[src/logic/asr_pkg.sv]
// Package for the host-side controller of a 4096 x 4 asynchronous static RAM.
// Assumes a 100 MHz ref_clk; pin timings are held here in ns and rounded to clock counts by asr_cyc_up.
`default_nettype none

package asr_pkg;

  // ----------------------------------------------------------------------------
  // Array shape
  // ----------------------------------------------------------------------------
  localparam int ASR_ADDR_W = 12;
  localparam int ASR_DATA_W = 4;
  localparam int ASR_WORDS  = 4096;

  // ----------------------------------------------------------------------------
  // Clock and speed grades
  // ----------------------------------------------------------------------------
  localparam int ASR_CLK_PERIOD_PS = 10000;
  localparam int ASR_GRADES        = 3;

  // Speed grade selector values.
  typedef enum logic [1:0] {
    ASR_GRADE_FAST,
    ASR_GRADE_MID,
    ASR_GRADE_SLOW
  } asr_grade_t;

  // Pin timings in ns, one entry per grade, fast grade first.
  localparam int ASR_T_READ_CYC_NS [ASR_GRADES] = '{20, 25, 35};
  localparam int ASR_T_CE_ACC_NS   [ASR_GRADES] = '{20, 25, 35};
  localparam int ASR_T_OE_ACC_NS   [ASR_GRADES] = '{10, 12, 14};
  localparam int ASR_T_RELEASE_NS  [ASR_GRADES] = '{8, 10, 15};
  localparam int ASR_T_WRITE_CYC_NS[ASR_GRADES] = '{20, 25, 35};
  localparam int ASR_T_WR_PULSE_NS [ASR_GRADES] = '{15, 20, 25};
  localparam int ASR_T_ADDR_WR_NS  [ASR_GRADES] = '{15, 20, 30};
  localparam int ASR_T_DATA_WR_NS  [ASR_GRADES] = '{10, 10, 15};
  localparam int ASR_T_CE_WR_NS    [ASR_GRADES] = '{15, 20, 30};

  // Least-time rounding up to whole cycles, never below one.
  function automatic int asr_cyc_up(input int ns);
    int c;
    c = (ns * 1000 + ASR_CLK_PERIOD_PS - 1) / ASR_CLK_PERIOD_PS;
    return (c < 1) ? 1 : c;
  endfunction

  localparam int ASR_CNT_W = 4;

endpackage

`default_nettype wire

[src/logic/asr_timing_if.sv]
// Interface carrying the per-grade cycle counts from the timing table to the controller.
// Assumes both ends share ref_clk; the counts are static per grade.
`timescale 1ns/1ps
`default_nettype none

interface asr_timing_if;
  import asr_pkg::*;

  logic [ASR_CNT_W-1:0] rd_cycles;
  logic [ASR_CNT_W-1:0] oe_release;
  logic [ASR_CNT_W-1:0] wr_pulse;
  logic [ASR_CNT_W-1:0] wr_cycles;

  modport table_side (output rd_cycles, output oe_release, output wr_pulse, output wr_cycles);
  modport ctrl_side  (input rd_cycles, input oe_release, input wr_pulse, input wr_cycles);
endinterface

`default_nettype wire

[src/logic/asr_timing_table.sv]
// Converts the selected speed grade into cycle counts for the access controller.
// Assumes grade changes only while the controller is idle.
`timescale 1ns/1ps
`default_nettype none

module asr_timing_table
  import asr_pkg::*;
(
  input  wire logic       ref_clk,
  input  wire logic       reset,
  input  wire asr_grade_t grade,
  asr_timing_if.table_side tim
);

  // ----------------------------------------------------------------------------
  // Count lookup
  // ----------------------------------------------------------------------------

  // Read slot covers the cycle time and the enable access time together.
  function automatic logic [ASR_CNT_W-1:0] grade_count(input int ns_a, input int ns_b);
    int m;
    m = (ns_a > ns_b) ? ns_a : ns_b;
    return ASR_CNT_W'(asr_cyc_up(m));
  endfunction

  // Counts are registered so that each grade change settles cleanly.
  always_ff @(posedge ref_clk)
  begin
    if (reset)
    begin
      tim.rd_cycles  <= ASR_CNT_W'(asr_cyc_up(ASR_T_CE_ACC_NS[2]));
      tim.oe_release <= ASR_CNT_W'(asr_cyc_up(ASR_T_RELEASE_NS[2]));
      tim.wr_pulse   <= ASR_CNT_W'(asr_cyc_up(ASR_T_CE_WR_NS[2]));
      tim.wr_cycles  <= ASR_CNT_W'(asr_cyc_up(ASR_T_WRITE_CYC_NS[2]));
    end
    else
    begin
      // Read covers cycle time and enable access.
      tim.rd_cycles  <= grade_count(ASR_T_READ_CYC_NS[grade], ASR_T_CE_ACC_NS[grade]);
      tim.oe_release <= grade_count(ASR_T_RELEASE_NS[grade], ASR_T_RELEASE_NS[grade]);
      // Strobe covers pulse, address and enable minima.
      tim.wr_pulse   <= grade_count(grade_count(ASR_T_WR_PULSE_NS[grade], ASR_T_ADDR_WR_NS[grade])
                                    * (ASR_CLK_PERIOD_PS / 1000),
                                    ASR_T_CE_WR_NS[grade]);
      tim.wr_cycles  <= grade_count(ASR_T_WRITE_CYC_NS[grade], ASR_T_DATA_WR_NS[grade]);
    end
  end

endmodule

`default_nettype wire

[src/logic/asr_host_ctrl.sv]
// Host controller that drives a 4096 x 4 asynchronous static RAM through its pins.
// Assumes the RAM's pins are wired straight to these ports and ref_clk is 100 MHz.
`timescale 1ns/1ps
`default_nettype none

// Overview of operation
// - Write enable held high throughout every read.
// - Read cycle lasts at least the grade minimum.
// - Write cycle and strobe width meet grade minimum.
// - Address stable long enough before write ends.
// - Write data valid long enough before end.
// - Chip enable low long enough before end.
// - Address valid no later than enable falling.
module asr_host_ctrl
  import asr_pkg::*;
(
  input  wire logic                  ref_clk,
  input  wire logic                  reset,
  input  wire asr_grade_t            grade,
  input  wire logic                  req_valid,
  input  wire logic                  req_write,
  input  wire logic [ASR_ADDR_W-1:0] req_addr,
  input  wire logic [ASR_DATA_W-1:0] req_wdata,
  output logic                       req_ready,
  output logic                       rsp_valid,
  output logic [ASR_DATA_W-1:0]      rsp_rdata,
  output logic [ASR_ADDR_W-1:0]      word_address_lines,
  output logic                       chip_enable_n,
  output logic                       output_enable_n,
  output logic                       write_enable_n,
  input  wire logic [ASR_DATA_W-1:0] data_in,
  output logic [ASR_DATA_W-1:0]      data_out,
  output logic                       data_oe
);

  // ----------------------------------------------------------------------------
  // Timing table
  // ----------------------------------------------------------------------------
  asr_timing_if tim ();

  asr_timing_table u_table (
    .ref_clk (ref_clk),
    .reset   (reset),
    .grade   (grade),
    .tim     (tim)
  );

  // ----------------------------------------------------------------------------
  // Sequencer
  // ----------------------------------------------------------------------------
  typedef enum logic [2:0] {
    ASR_IDLE,
    ASR_READ,
    ASR_RD_REL,
    ASR_WR_SETUP,
    ASR_WRITE,
    ASR_WR_END
  } asr_state_t;

  asr_state_t           state;
  logic [ASR_CNT_W-1:0] count;

  // State walk: read, release and write phases wait their counted cycles before moving on.
  always_ff @(posedge ref_clk)
  begin
    if (reset)
    begin
      state <= ASR_IDLE;
      count <= '0;
    end
    else
    begin
      case (state)
        ASR_IDLE:
        begin
          count <= '0;
          if (req_valid)
          begin
            state <= req_write ? ASR_WR_SETUP : ASR_READ;
          end
        end
        ASR_READ:
        begin
          // Hold enables until cycle time and access time have both passed.
          if (count >= tim.rd_cycles - ASR_CNT_W'(1))
          begin
            state <= ASR_RD_REL;
            count <= '0;
          end
          else
          begin
            count <= count + ASR_CNT_W'(1);
          end
        end
        ASR_RD_REL:
        begin
          // Give the RAM its release time before our own drivers turn on.
          if (count >= tim.oe_release - ASR_CNT_W'(1))
          begin
            state <= ASR_IDLE;
          end
          count <= count + ASR_CNT_W'(1);
        end
        ASR_WR_SETUP:
        begin
          state <= ASR_WRITE;
        end
        ASR_WRITE:
        begin
          // Strobe low long enough for pulse, address and enable minima.
          if (count >= tim.wr_pulse - ASR_CNT_W'(1))
          begin
            state <= ASR_WR_END;
            count <= '0;
          end
          else
          begin
            count <= count + ASR_CNT_W'(1);
          end
        end
        default:
        begin
          state <= ASR_IDLE;
        end
      endcase
    end
  end

  // ----------------------------------------------------------------------------
  // Pins
  // ----------------------------------------------------------------------------

  // Address and write data are latched when a request is taken and held to the end.
  always_ff @(posedge ref_clk)
  begin
    if (reset)
    begin
      word_address_lines <= '0;
      data_out           <= '0;
    end
    else if (state == ASR_IDLE && req_valid)
    begin
      word_address_lines <= req_addr; // Address set in the same edge as enable falls.
      data_out           <= req_wdata;
    end
  end

  // Strobes: chip enable falls with the access; output enable only on reads.
  always_ff @(posedge ref_clk)
  begin
    if (reset)
    begin
      chip_enable_n   <= 1'b1; // Deselected RAM floats its pins.
      output_enable_n <= 1'b1;
      write_enable_n  <= 1'b1;
      data_oe         <= 1'b0;
    end
    else
    begin
      // Select rises in the same edge as the write strobe, so the RAM never drives after a write.
      chip_enable_n   <= !(state == ASR_IDLE && req_valid)
                         && !(state == ASR_READ && count < tim.rd_cycles - ASR_CNT_W'(1))
                         && !(state == ASR_WR_SETUP)
                         && !(state == ASR_WRITE && count < tim.wr_pulse - ASR_CNT_W'(1));
      // Output enable only during reads, so a write never sees RAM drive.
      output_enable_n <= !(state == ASR_IDLE && req_valid && !req_write)
                         && !(state == ASR_READ && count < tim.rd_cycles - ASR_CNT_W'(1));
      // Write strobe falls with chip enable already low and rises with it.
      write_enable_n  <= !(state == ASR_WR_SETUP) && !(state == ASR_WRITE && count < tim.wr_pulse - ASR_CNT_W'(1));
      // Drive data only across the write, with zero hold after the end.
      data_oe         <= (state == ASR_IDLE && req_valid && req_write) || state == ASR_WR_SETUP
                         || (state == ASR_WRITE && count < tim.wr_pulse - ASR_CNT_W'(1));
    end
  end

  // ----------------------------------------------------------------------------
  // Request and answer
  // ----------------------------------------------------------------------------

  // Read data captured in the last enabled read cycle; ready only while idle.
  always_ff @(posedge ref_clk)
  begin
    if (reset)
    begin
      rsp_valid <= 1'b0;
      rsp_rdata <= '0;
      req_ready <= 1'b0;
    end
    else
    begin
      rsp_valid <= (state == ASR_READ && count >= tim.rd_cycles - ASR_CNT_W'(1));
      if (state == ASR_READ && count >= tim.rd_cycles - ASR_CNT_W'(1))
      begin
        rsp_rdata <= data_in; // Sampled after access time, before release.
      end
      req_ready <= (state == ASR_IDLE && !req_valid)
                   || (state == ASR_RD_REL && count >= tim.oe_release - ASR_CNT_W'(1))
                   || state == ASR_WR_END;
    end
  end

endmodule

`default_nettype wire

[config.mk]
export PLATFORM = sky130hd
export DESIGN_NAME = asr_host_ctrl
export DESIGN_NICKNAME = d
export VERILOG_FILES = /design/src/logic/asr_pkg.sv /design/src/logic/asr_timing_if.sv /design/src/logic/asr_timing_table.sv /design/src/logic/asr_host_ctrl.sv
export SDC_FILE = /design/constraint.sdc
export NUM_CORES = 1
export LEC_CHECK = 0
export ABC_AREA = 0
export BUFFER_PORTS_ARGS = -buffer_cell sky130_fd_sc_hd__buf_2
export CAP_MARGIN = 40
export CORE_MARGIN = 5
export CORE_UTILIZATION = 54
export DETAILED_ROUTE_END_ITERATION = 8
export PLACE_DENSITY = 0.72
export SLEW_MARGIN = 20
export SYNTH_ARGS = -nofsm -noshare
export SYNTH_HDL_FRONTEND = slang
export SYNTH_SLANG_ARGS = --single-unit
[constraint.sdc]
create_clock -name ref_clk -period 31.3 [get_ports ref_clk]
set_clock_uncertainty 0.1 [all_clocks]
set_input_delay 4.695 -clock ref_clk [delete_from_list [all_inputs] [get_ports ref_clk]]
set_output_delay 4.695 -clock ref_clk [all_outputs]
set_load 0.02 [all_outputs]
== Word-level counts from Yosys, hierarchy flattened ==
Cells that the tools add are included.
Word-level totals
  memory bits (read-only): 0
  logic and storage cells: 117
  memories kept: 0
  bits of input ports: 26
  latch bits: 0
  flip-flop bits (word level): 45
  bits in writable memories: 0
  output and inout port bits: 26
Cells by class
  reduce and logical (&&, ||, !) cells: 30
  mux-type cells: 27
  shift-type cells: 0
  $lt $le $gt $ge: 12
  add/sub/neg operators: 12
  div/mod/pow operators: 4
  multipliers: 5
  equality and inequality tests: 9
  bitwise operators: 1
Operator list (count)
  $mux 32: 10
  $bmux 32 s2: 4
  $add 32x15->32 const B: 4
  $div 32x15->32 const B: 4
  $lt 32x2->1 const B: 4
  $mul 32x8->29 const B: 4
  $sub 32x2->32 const B: 4
  $gt 32x32->1: 1
  $gt 9x32->1: 1
  $pmux 4 s4: 1
  $mux 3: 5
  $pmux 3 s5: 1
  $logic_and 1x1->1: 13
  $ge 4x4->1: 3
  $mux 4: 3
  $sub 4x1->4 const B: 3
  $lt 4x4->1: 2
  $logic_not 1->1: 7
  $mul 4x3->7 const B: 1
  $eq 3x2->1 const B: 2
  $eq 3x3->1 const B: 2
  $mux 2: 3
  $ne 2x2->1 const B: 3
  $reduce_or 2->1: 3
  9 further kinds: 12

== Depth between registers and ports, before layout ==
  word-level depth: 21
  depth in mapped cells: 59
  depth with buffers taken out: 53

== By module ==
A second synthesis with hierarchy kept.
Unflattened totals
  cells, all modules: 984
  area total of the unflattened synthesis: 7275.7 sq um
By module, submodules not included
  asr_timing_table: cells each 783, instances 1, seq. area each 260.2 sq um, area each 5520.3 sq um
  asr_host_ctrl: cells each 201, instances 1, seq. area each 660.6 sq um, area each 1755.4 sq um

== Worst setup path after synthesis ==
OpenSTA, ideal clock, no wires.
  path kind: in2reg
  from: input port grade[0]
  to: register u_table.tim.wr_pulse[0]
  path buffers: 5
  stages on the path: 56
  data required time: 31070 ps
  data arrival time: 15910 ps
  setup slack: 15160 ps
  setup time: 130 ps
  path through: inv_1 -> ha_1 -> buf_2 -> clkbuf_1 -> buf_1 -> nor2_1 -> o21ai_0 -> fa_1 -> inv_1 -> ha_1 -> a21oi_1 -> o21ai_0 -> a221o_1 -> xor2_1 -> o21ai_0 -> o32ai_1 -> nor2_1 -> nand2b_1 -> [20 not listed] -> o211a_4 -> xnor2_2 -> a2111oi_4 -> o311a_1 -> or2_2 -> a21oi_1 -> buf_6 -> a21oi_1 -> xnor2_1 -> ha_1 -> o31ai_1 -> a21oi_1 -> nor3_1 -> a32oi_1 -> a2111oi_0 -> o31ai_1 -> a32oi_1 -> nand4_1
Between the ends
  longest elaborated chain between the ends: 21
  elaborated cells between the ends (all ways): 24
  classes of those cells: 4 x add/sub; 3 x mul; 2 x div; 4 x order compare; 9 x mux; 1 x bitwise; 1 x reduce/logical
RTL lines
  from (decl): line asr_host_ctrl.sv:19  | input wire asr_grade_t grade,
  $not 2->3 (not written as such) (*): line asr_timing_table.sv:42, asr_timing_table.sv:44
  $bmux 32 s2 (on tied branches): line asr_timing_table.sv:42, asr_timing_table.sv:44
  $mux 32 (on tied branches) (2 in a row): line asr_timing_table.sv:42, asr_timing_table.sv:44
  $gt 32x32->1: line asr_timing_table.sv:22  | m = (ns_a > ns_b) ? ns_a : ns_b;
  $mux 32: line asr_timing_table.sv:22
  $mul 32x8->29: line asr_pkg.sv:41  | c = (ns * 1000 + ASR_CLK_PERIOD_PS - 1) / ASR_CLK_PERIOD_PS;
  $add 32x15->32: line asr_pkg.sv:41
  $sub 32x2->32: line asr_pkg.sv:41
  [4 not listed]
  $gt 9x32->1: line asr_timing_table.sv:22
  $mux 32 (*): line asr_timing_table.sv:22
  $mul 32x8->29 (*): line asr_pkg.sv:41
  $add 32x15->32 (*): line asr_pkg.sv:41
  $sub 32x2->32 (*): line asr_pkg.sv:41
  $div 32x15->32 (*): line asr_pkg.sv:41
  $lt 32x2->1: line asr_pkg.sv:42  | return (c < 1) ? 1 : c;
  $reduce_or 2->1 (no line)
  to (signal assigned): line asr_timing_table.sv:33  | tim.wr_pulse <= ASR_CNT_W'(asr_cyc_up(ASR_T_CE_WR_NS[2]));
  to (signal assigned): line asr_timing_table.sv:42  | tim.wr_pulse <= grade_count(grade_count(ASR_T_WR_PULSE_NS[grade], ASR_T_ADDR_WR_NS[grade])
  to (decl): line asr_timing_if.sv:14  | modport table_side (output rd_cycles, output oe_release, output wr_pulse, output wr_cycles);
Mark *: on every way between the ends. The rest lies on a longest branch, timed or not. The select of a mux whose other input is x is not followed.
A chain may end at the register's enable or synchronous reset.

== Worst setup path in the final report ==
Ends and elaborated chain as after synthesis.

==> metrics.txt <==
outcome finished, final reports clean; worst-case clock buffer depth 2; RSZ-0062 raised after global routing no; CTS tree done; PwrDens 41.00 mW/mm^2; Final ANT Viol Nets 0; die area 0.01651 mm^2; cells after synthesis 1039; Detailed Place HPWL 16350 um; Yosys top cell by area ha_1; fin util 58.38%; cts repair resizes 0; ys async rst share 0%; GR Util met3 2.823%; maximum clock rate 0.05787 GHz; layout cells sized above 1 11.63%; slew margin rel. 40.26%; met2 Track Usage GR 40.42%; Buf+Inv Stages, Crit Path 6; Post-Syn Area 0.007582 mm^2; die height 128.5 um; 1st-pass router iterations 6; endpoints failing setup 0; initial antenna violation count 0; YS warnings 0; worst-margin pin slew 0.8849 ns; GR Util All Layers 25.20%; FP Rows 43; area taken by flip-flops and latches 880.8 um^2; Setup Fix Bufs, Post-CTS 0; most frequent cell after synthesis nand2_1; multi-input logic area 0.006269 mm^2; busiest layer in global routing met2; P&R area growth vs syn 6.469%; fin crit period 17.28 ns; Crit Path Category in -> reg; CTS Buf Count 5; Cells after DPL 1229; Post-synth EDFFs 0; CTS sink count 44; final net count 1173; leak pwr 3.481 nW; Startpoint Class primary input; Worst-path clk slew 0.06 ns; Final period util 55.20%; peak supply drop 0.00002445 V; grt met1 use 36.11%; dominant synthesized flop cell dfxtp_1; worst-path fanout max 41; cell repeated most along the worst path ha_1; Worst Setup End Kind flip-flop; post-route setup TNS 0 ns; Worst Path Arrival 17.33 ns; Synth area leaders ha_1 (14%), dfxtp_1 (12%), a21oi_1 (6.1%); worst hold path type reg -> reg; fill cell count 1307; syn_nets 1155; Yosys top cell area share 13.53%; Port Buf Inserts 51; Iter 0 DRT Violations 739; #FFs+latches synth 44; crit path max-delay cell type nor2_1; via count 7901; final wirelength 21510 um; largest net degree at the start of global routing 45; root buffer cell clkbuf_16; vias per inst 6.382; Placer Congestion 0.9700; ANT cells 0; Starting Density 54.84%; Worst path top cell family by delay compound AO/OA/AOI/OAI gates; core area 0.01383 mm^2; grt total ovfl 0; H-Tree Depth 2; fin. max-slew vios 0; # DRC 0; hold_buf cts 0; library cells used by synthesis 101; Crit path required time 31.36 ns; via count of the first global-routing pass 7154; worst skew pair latency 0.28 ns; Max-cap violations 0; synth cell count leaders nand2_1 (117), nor2_1 (101), a21oi_1 (93); first-pass GRT wire length 35240 um; Die X 128.5 um; Fin. Hold Viols 0; IO Pins 52; mean post-synth cell area 7.298 um^2; Final Non-Filler Cells 1238; post-synthesis sequential area ratio 11.62%; Max stage delay on crit path 0.52 ns; WL per Instance 17.38 um
[where the power goes]
group / switching, mW / internal [mW]
sequential: 0.00776 / 0.0653
combinational: 0.126 / 0.0741
clock: 0.0199 / 0.0375
[area by class of cell]
type	instances	area share [%]
Clock buffer	6	1.596
Timing Repair Buffer	61	4.061
Inverter	55	2.557
Sequential cell	44	10.91
Clock inverter	2	0.4340
Tap cell	180	2.790
Multi-Input combinational cell	890	77.65
[registers in the layout (all words and copies together) (netlist names), 3 cells and up]
name	cells
count	4
data_out	4
rsp_rdata	4
state	3
u_table.tim.oe_release	3
u_table.tim.rd_cycles	4
u_table.tim.wr_pulse	4
word_address_lines	12
[per-layer routing]
metal	vias to the layer above	part of all wire (%)
li1	3861	-
met1	3715	47
met2	276	45
met3	49	6.2
met4	0	2.3
met5	-	0
[layout by cell type (no fill, tap or decap), drive strengths merged, types with 10 or more instances in the layout]
cell | netlist | routed
ha | 82 | 82
a31oi | 18 | 18
nand3 | 23 | 23
and2 | 15 | 15
or3 | 11 | 11
mux2i | 10 | 10
dfxtp | 44 | 44
o21a | 10 | 10
nand2b | 16 | 16
nand4 | 12 | 12
a21oi | 95 | 95
o211ai | 18 | 18
xnor2 | 36 | 36
nor2 | 103 | 103
nand2 | 118 | 118
buf | 16 | 60
nor4 | 10 | 10
a211oi | 17 | 17
a21o | 19 | 19
nor3 | 27 | 27
o21ai | 52 | 52
xor2 | 20 | 20
nor2b | 12 | 12
inv | 54 | 54
[worst paths after layout]
| path | start | slack (ns) | cells after the start | to |
|---|---|---|---|---|
| max | grade[0] | 14.02 | 51 | u_table.tim.wr_pulse[0] |
| min | data_out[1] | 0.36 | 2 | data_out[1] |
| max reg2reg | u_table.tim.rd_cycles[0] | 28.20 | 13 | count[3] |
| min reg2reg | data_out[1] | 0.36 | 2 | data_out[1] |
[per-stage QoR]
stage	setup slack [ns]	cell area (um^2)	total power [mW]	hold WS, ns
4_1_cts	13.79	8065	0.3288	0.3551
6_report	14.02	8073	0.3310	0.3551
5_1_grt	12.81	8073	0.3569	0.3680
3_5_place_dp	13.51	7901	0.2701	0.3470
2_1_floorplan	15.16	7582	0.2272	0.3952
3_3_place_gp	13.82	7889	0.2684	0.3397
[kinds of logic (layout without fill, tap and decap cells)]
group | Yosys count | count (layout) | synth area share (%)
compound gates | 347 | 347 | 33.27
xor+xnor | 56 | 56 | 7.162
fa+ha+maj | 90 | 90 | 15.64
buf+inv | 105 | 124 | 5.792
flops | 44 | 44 | 11.62
mux | 10 | 10 | 1.320
other cells | 1 | 1 | 0.04946
simple gates | 386 | 386 | 25.15
[tightest hold or removal path, delay by kind of cell, from the launching register on]
family / cells / cell delay [ns]
AO/OA/AOI/OAI: 1 / 0.05
flip-flops: 1 / 0.31
AND/OR/NAND/NOR: 1 / 0.05
No activity file was read; power rests on OpenSTA's default activity.
